===== src/design/pjsid_pkg.sv =====
// pjsid_pkg: offsets, field positions and reset values of the jabber
// status and identifier register bank.
// assumes a 5-bit management register address and 16-bit register data.
`default_nettype none

package pjsid_pkg;

	// register addresses on the management port
	localparam logic [4:0] REG_STATUS   = 5'h01;
	localparam logic [4:0] REG_ID_HIGH  = 5'h02;
	localparam logic [4:0] REG_ID_LOW   = 5'h03;
	localparam logic [4:0] REG_EXT_CTRL = 5'h10;
	localparam logic [4:0] REG_DETAIL   = 5'h11;
	localparam logic [4:0] REG_TEN_OPS  = 5'h12;

	// field positions
	localparam int unsigned STATUS_JAB_BIT    = 1;
	localparam int unsigned STATUS_EXTCAP_BIT = 0;
	localparam int unsigned DETAIL_JAB_BIT    = 2;
	localparam int unsigned EXT_OVERRIDE_BIT  = 15;
	localparam int unsigned TEN_JAB_EN_BIT    = 5;
	localparam int unsigned ID_HIGH_FIRST_OUI = 3;
	localparam int unsigned ID_LOW_FIRST_OUI  = 19;
	localparam int unsigned ID_LOW_OUI_BITS   = 6;

	// reset values
	localparam logic [5:0]  MODEL_RST    = 6'h04;
	localparam logic [3:0]  REV_RST      = 4'h1;
	localparam logic        OVERRIDE_RST = 1'b0;
	localparam logic        JAB_EN_RST   = 1'b1;
	localparam logic [15:0] ZERO_WORD    = 16'h0000;

endpackage : pjsid_pkg

`default_nettype wire


===== src/design/pjsid_latch_high_flag.sv =====
// pjsid_latch_high_flag: one latching-high status flag with an enable.
// assumes event_in and clear are single-clock signals of clk's domain.
`timescale 1ns/1ps
`default_nettype none

module pjsid_latch_high_flag (
	// clock and reset
	input  wire logic clk,
	input  wire logic rstn,
	// control
	input  wire logic enable,
	input  wire logic event_in,
	input  wire logic clear,
	// state
	output var  logic flag_q
);

	// event beats clear so a hit during a read shows up on the next one
	always_ff @(posedge clk) begin
		if (!rstn) begin
			flag_q <= 1'b0;
		end else if (!enable) begin
			flag_q <= 1'b0;
		end else if (event_in) begin
			flag_q <= 1'b1;
		end else if (clear) begin
			flag_q <= 1'b0;
		end
	end

endmodule : pjsid_latch_high_flag

`default_nettype wire


===== src/design/pjsid_regs.sv =====
// pjsid_regs: jabber status flag, extended-capability flag and the two
// identifier registers of the management register bank.
// assumes a management front end that issues one-cycle read and write
// strobes with address and data on clk; jabber_event comes from the
// jabber detector on the same clock.
`timescale 1ns/1ps
`default_nettype none

module pjsid_regs
	import pjsid_pkg::*;
#(
	// vendor identifier, first octet in [23:16]; value is arbitrary
	parameter logic [23:0] OUI_VALUE = 24'h12_3456
) (
	// clock and reset
	input  wire logic        clk,
	input  wire logic        rstn,
	// management access
	input  wire logic        mgmt_rd,
	input  wire logic        mgmt_wr,
	input  wire logic [4:0]  mgmt_addr,
	input  wire logic [15:0] mgmt_wdata,
	output logic      [15:0] mgmt_rdata,
	output logic             mgmt_rvalid,
	// jabber detector
	input  wire logic        jabber_event,
	output logic             jabber_detect_en
);

	logic        override_q;
	logic        jab_en_q;
	logic        jab_flag;
	logic        flag_clear;
	logic [15:0] id_high_q;
	logic [15:0] id_low_q;
	logic [15:0] id_high_rst;
	logic [15:0] id_low_rst;
	logic [15:0] rdata_q;
	logic [15:0] rdata_d;
	logic        rvalid_q;

	// vendor bit n (1..24): octet (n-1)/8, taken least significant first
	function automatic logic oui_bit(input logic [23:0] oui,
	                                 input int unsigned n);
		int unsigned k;
		int unsigned p;
		k = (n - 1) / 8;
		p = (n - 1) % 8;
		oui_bit = oui[16 - 8 * k + p];
	endfunction : oui_bit

	// reset images of the identifier registers
	for (genvar i = 0; i < 16; i++) begin : g_id_high
		assign id_high_rst[15 - i] =
			oui_bit(OUI_VALUE, ID_HIGH_FIRST_OUI + i);
	end
	for (genvar i = 0; i < ID_LOW_OUI_BITS; i++) begin : g_id_low
		assign id_low_rst[15 - i] =
			oui_bit(OUI_VALUE, ID_LOW_FIRST_OUI + i);
	end
	assign id_low_rst[9:0] = {MODEL_RST, REV_RST};

	// control bits
	always_ff @(posedge clk) begin
		if (!rstn) begin
			override_q <= OVERRIDE_RST;
		end else if (mgmt_wr && mgmt_addr == REG_EXT_CTRL) begin
			override_q <= mgmt_wdata[EXT_OVERRIDE_BIT];
		end
	end

	always_ff @(posedge clk) begin
		if (!rstn) begin
			jab_en_q <= JAB_EN_RST;
		end else if (mgmt_wr && mgmt_addr == REG_TEN_OPS) begin
			jab_en_q <= mgmt_wdata[TEN_JAB_EN_BIT];
		end
	end

	// identifier registers: writes silently dropped while override is off
	always_ff @(posedge clk) begin
		if (!rstn) begin
			id_high_q <= id_high_rst;
		end else if (mgmt_wr && override_q &&
		             mgmt_addr == REG_ID_HIGH) begin
			id_high_q <= mgmt_wdata;
		end
	end

	always_ff @(posedge clk) begin
		if (!rstn) begin
			id_low_q <= id_low_rst;
		end else if (mgmt_wr && override_q &&
		             mgmt_addr == REG_ID_LOW) begin
			id_low_q <= mgmt_wdata;
		end
	end

	// jabber flag, shared by the basic and detailed status registers
	assign flag_clear = mgmt_rd &&
		(mgmt_addr == REG_STATUS || mgmt_addr == REG_DETAIL);

	pjsid_latch_high_flag u_jab_flag (
		.clk      (clk),
		.rstn     (rstn),
		.enable   (jab_en_q),
		.event_in (jabber_event),
		.clear    (flag_clear),
		.flag_q   (jab_flag)
	);

	// read mux; unmapped addresses and reserved bits read zero
	always_comb begin
		rdata_d = ZERO_WORD;
		unique case (mgmt_addr)
			REG_STATUS: begin
				rdata_d[STATUS_JAB_BIT]    = jab_flag;
				rdata_d[STATUS_EXTCAP_BIT] = 1'b1;
			end
			REG_ID_HIGH:  rdata_d = id_high_q;
			REG_ID_LOW:   rdata_d = id_low_q;
			REG_EXT_CTRL: rdata_d[EXT_OVERRIDE_BIT] = override_q;
			REG_DETAIL:   rdata_d[DETAIL_JAB_BIT] = jab_flag;
			REG_TEN_OPS:  rdata_d[TEN_JAB_EN_BIT] = jab_en_q;
			default:      rdata_d = ZERO_WORD;
		endcase
	end

	// read data is captured in the same edge that clears the flag
	always_ff @(posedge clk) begin
		if (!rstn) begin
			rdata_q  <= ZERO_WORD;
			rvalid_q <= 1'b0;
		end else begin
			rvalid_q <= mgmt_rd;
			if (mgmt_rd) begin
				rdata_q <= rdata_d;
			end
		end
	end

	assign mgmt_rdata       = rdata_q;
	assign mgmt_rvalid      = rvalid_q;
	assign jabber_detect_en = jab_en_q;
endmodule : pjsid_regs

`default_nettype wire


===== config.mk =====
export PLATFORM = sky130hd
export DESIGN_NAME = pjsid_regs
export DESIGN_NICKNAME = d
export VERILOG_FILES = /design/src/design/pjsid_pkg.sv /design/src/design/pjsid_latch_high_flag.sv /design/src/design/pjsid_regs.sv
export SDC_FILE = /design/constraint.sdc
export NUM_CORES = 1
export LEC_CHECK = 0
export ABC_AREA = 1
export BUFFER_PORTS_ARGS = -buffer_cell sky130_fd_sc_hd__clkbuf_2
export CAP_MARGIN = 0
export CELL_PAD_IN_SITES_DETAIL_PLACEMENT = 0
export CELL_PAD_IN_SITES_GLOBAL_PLACEMENT = 1
export CORE_UTILIZATION = 38
export CTS_BUF_LIST = sky130_fd_sc_hd__clkbuf_16
export DETAILED_ROUTE_END_ITERATION = 10
export PLACE_DENSITY = 0.85
export SLEW_MARGIN = 0
export SYNTH_ARGS = -nofsm -noshare
export SYNTH_HDL_FRONTEND = slang
export SYNTH_HIERARCHICAL = 1
export SYNTH_SLANG_ARGS = --single-unit

===== constraint.sdc =====
create_clock -name clk -period 1.4 [get_ports clk]
set_input_delay 0.07 -clock clk [delete_from_list [all_inputs] [get_ports clk]]
set_output_delay 0.07 -clock clk [all_outputs]
set_load 0.02 [all_outputs]

# After elaboration in Yosys (flattened, before gate mapping)
# Index checks and enable logic that the tools add are counted.
# word_totals
ff_bits	52
in_bits	26
output_inout_bits	18
word_cells	30
# op_classes
n_eq_ne	6
mux	8
n_reduce_logical	9
# ops
operator	count
one-hot mux 9 bit (2 select lines)	1
equality test 5 bit (second input constant)	3
equality test 5 x 2 -> 1 bit (second input constant)	2
one-hot mux 1 bit (3 select lines)	3
logical AND 1 bit	6
one-hot mux 2 bit (3 select lines)	1
equality test 5 x 1 -> 1 bit (second input constant)	1
one-hot mux 2 bit (2 select lines)	1
two-way mux 1 bit	2
AND reduction 2 bit	1
nonzero test 2 bit	1
logical OR 1 bit	1

# Longest topological paths before layout
# depth
ltp_word	5
ltp_mapped	10
depth_no_buf	9

# Modules after synthesis
# The synthesis kept the hierarchy.
# modules_own_cells
module	instances	cells_per_inst	area_per_inst_um2	seq_area_each_um2
pjsid_regs	1	311	2168.3	1021.0
pjsid_latch_high_flag	1	6	43.8	20.0

# Least setup slack after synthesis
# No wires, ideal clock.
# synth_timing
kind	register to register
startpoint	register override_q
endpoint	register id_high_q[12]
arrival_ps	938
required_ps	1284
slack_ps	346
path_stages_with_launch	7
path_buffers	1
period_less_slack_ps	1054
cell_sequence	dfxtp_1 nand2_1 nor2_4 inv_2 buf_2 nor2_1 nor2_1
# synth_via
elab_chain_cells	2
# synth_rtl
element	line_no	source
from (decl)	pjsid_regs.sv:30	logic override_q;
from (signal assigned)	pjsid_regs.sv:68	override_q <= mgmt_wdata[EXT_OVERRIDE_BIT];
logical AND 1 bit (2 in a row)	pjsid_regs.sv:84	end else if (mgmt_wr && override_q &&
to (signal assigned)	pjsid_regs.sv:83	id_high_q <= id_high_rst;
to (signal assigned)	pjsid_regs.sv:86	id_high_q <= mgmt_wdata;
to (decl)	pjsid_regs.sv:34	logic [15:0] id_high_q;
# No other way between the ends.
# A chain may end at the register's enable or synchronous reset.

# Final worst setup path
# layout_timing
startpoint	register override_q
endpoint	register id_high_q[6]
# Same word-level chain as after synthesis.

==> impl_metrics.tcl <==
set metrics [dict create \
    synthTopCellsByArea "dfxtp_1, nor2_1, nand2_1" \
    syn_nets 343 \
    met3_usage_pct 3.372 \
    post-route-drc-count 0 \
    die_area_um2 6130 \
    netlist_area_um2 2212 \
    crit_type "reg -> reg" \
    cap_violations 0 \
    wl_per_cell_um 11.63 \
    grt_max_degree 39 \
    holdWs_ns 0.008334 \
    firstDrtPassIters 4 \
    clock.fmax_mhz 856.6 \
    grt_pass1_vias 1859 \
    post_cts_resized 0 \
    power_density_nw_per_um2 1157 \
    rows 27 \
    min_path_type "in -> reg" \
    core_um2 5574 \
    crit_required_ns 1.63 \
    cts_buffers 5 \
    r2r-start "override_q" \
    insertedDiodeCount 0 \
    fp.dieH_um 78.30 \
    critPathCaptureType "flop" \
    met2_usage_pct 28.33 \
    yosysSeqAreaShare_pct 47.06 \
    clk_path_buf_depth 2 \
    antenna_found_initial 0 \
    skew_ns 0.001730 \
    ir_drop_mv 0.5269 \
    dp.final_hpwl_um 3604 \
    power.total_mw 3.124 \
    hold_start "mgmt_wdata[7]" \
    dp.cells 423 \
    finalHoldViolCount 0 \
    path_clk_slew_ns 0.06 \
    synth_top_area_share_pct 47.06 \
    syn_inst 317 \
    drt_iter0_markers 98 \
    initial_utilization_pct 39.69 \
    critical_path_peak_fanout 11 \
    routed_via_density 4.647 \
    drv_slew 0 \
    rsz0062_at_grt "no" \
    max-slew-margin-rel_pct 72.30 \
    p_leak_nw 1.343 \
    finalSetupViolations 0 \
    grt_first_pass_wirelength_um 8818 \
    synth_cell_types 23 \
    dieWidth_um 78.30 \
    final_cells 436 \
    area_growth_pct 22.06 \
    cts_root_buf "clkbuf_16" \
    worstPathArrival_ns 1.39 \
    cp-startpoint "override_q" \
    grt-busiest-layer "met2" \
    start_kind "flop" \
    yosysWarningCount 6 \
    ant_nets 0 \
    grt_overflow 0 \
    vias 2026 \
    timing.final.crit_share_pct 83.39 \
    avgSynthCellArea_um2 6.978 \
    finalNetCount 389 \
    cts_num_sinks 52 \
    fin_util_pct 48.44 \
    synth.largest_area_cell "dfxtp_1" \
    grt_usage_pct 18.55 \
    gp_congestion 0.7973 \
    clk-insertion-delay-late_ns 0.29 \
    tightest_slew_ns 0.4151 \
    ys_ff_latch 52 \
    cts_setup_buffers 0 \
    fin_crit_ns 1.167 \
    pin_count 44 \
    cts_max_level 2 \
    port_buffers 43 \
    tns_ns 0 \
    drive_above_1_share_pct 18.41 \
    met1_usage_pct 25.79 \
    cts_tree "done" \
    drt_wl_total_um 5071 \
    outcome "finished clean" \
]
[sequential cells by signal, indices dropped and copies added (netlist names)]
register	cells
id_high_q	16
u_jab_flag/flag_q	1
id_low_q	16
mgmt_rdata	16
mgmt_rvalid	1
jabber_detect_en	1
override_q	1
[cells in the final DEF, fill, tap and decap left out]
master          n
nor3_1          1
nor4_1          1
clkbuf_2       43
nor2_8          1
clkbuf_16       5
buf_4           6
dfxtp_1        52
nand2_1        69
inv_2           2
dlygate4sd3_1   5
nand3_1        33
o21ai_1         9
a21oi_2         1
nor2_4          2
nor2_1         75
bufinv_16       1
clkinv_2        1
o21ai_0        16
a21oi_1         3
nand4_1         9
nand2_2         2
nand2_4         1
inv_1          24
nor2_2          1
inv_4           1
[layout make-up]
class | instances | area (µm²)
clock buffers | 5 | 125.1
clock inverters | 3 | 38.79
fillers | 605 | 2874
inverters | 26 | 100.1
multi-input cells | 224 | 994.7
flip-flops and latches | 52 | 1041
well taps | 72 | 90.09
repair buffers | 54 | 310.3
[what timing repair did]
| action | in CTS | in global routing |
|---|---|---|
| hold buffers | 5 | 0 |
| endpoints found under the setup margin | 0 | 0 |
| endpoints found under the hold margin | 5 | 0 |
[worst max-delay path: stages, from the launching register on]
cell     delay (ns)
dfxtp_1        0.36
nand2_1        0.12
nor2_4         0.20
buf_4          0.21
o21ai_0        0.09
nor2_1         0.11
[report_power, final]
group	internal, mW	switching, mW	leakage, nW
Sequential	1.50	0.0132	0.422
Clock	0.833	0.515	0.0850
Combinational	0.0949	0.164	0.835
Total	2.43	0.692	1.34
[stage by stage]
stage	area, µm²	worst slack, ns
6_report	2700	0.2326
4_1_cts	2700	0.2212
2_1_floorplan	2212	0.3458
5_1_grt	2700	0.09348
3_3_place_gp	2486	0.2033
3_5_place_dp	2486	0.1653
[final timing paths]
check / endpoint / slack [ns] / cells past startpoint
worst max-delay path: id_high_q[6] / 0.23 / 5
worst min-delay path: id_high_q[7] / 0.008 / 3
worst max register to register: id_high_q[6] / 0.23 / 5
worst min register to register: id_high_q[5] / 0.46 / 2
[layer usage]
layer,part of all wire (%),wire length [µm]
met1,50,2531
met2,44,2215
met3,4.8,241
met4,1.6,82
met5,0,0
[cell usage after synthesis]
cell type,n
a21oi_2,1
nor4_1,1
buf_6,1
nor2_1,75
nor2_4,2
buf_2,4
nand3_1,33
nand2_4,1
nor3_1,1
o21ai_1,9
inv_2,2
nand2_2,2
a21oi_1,3
nand2_1,69
o21ai_0,16
inv_4,1
nor2_2,1
nor2_8,1
dfxtp_1,52
buf_4,2
clkbuf_1,8
nand4_1,9
inv_1,23
[cell families (layout without fill, tap and decap cells)]
kind of cell	count (synthesis)	after routing	synth area share, %
and+or+nand+nor	195	195	38.24
DFF	52	52	47.06
buffers and inverters	41	88	7.975
AOI/OAI and AO/OA	29	29	6.731
Note: power is estimated with default switching activity, not from simulation.
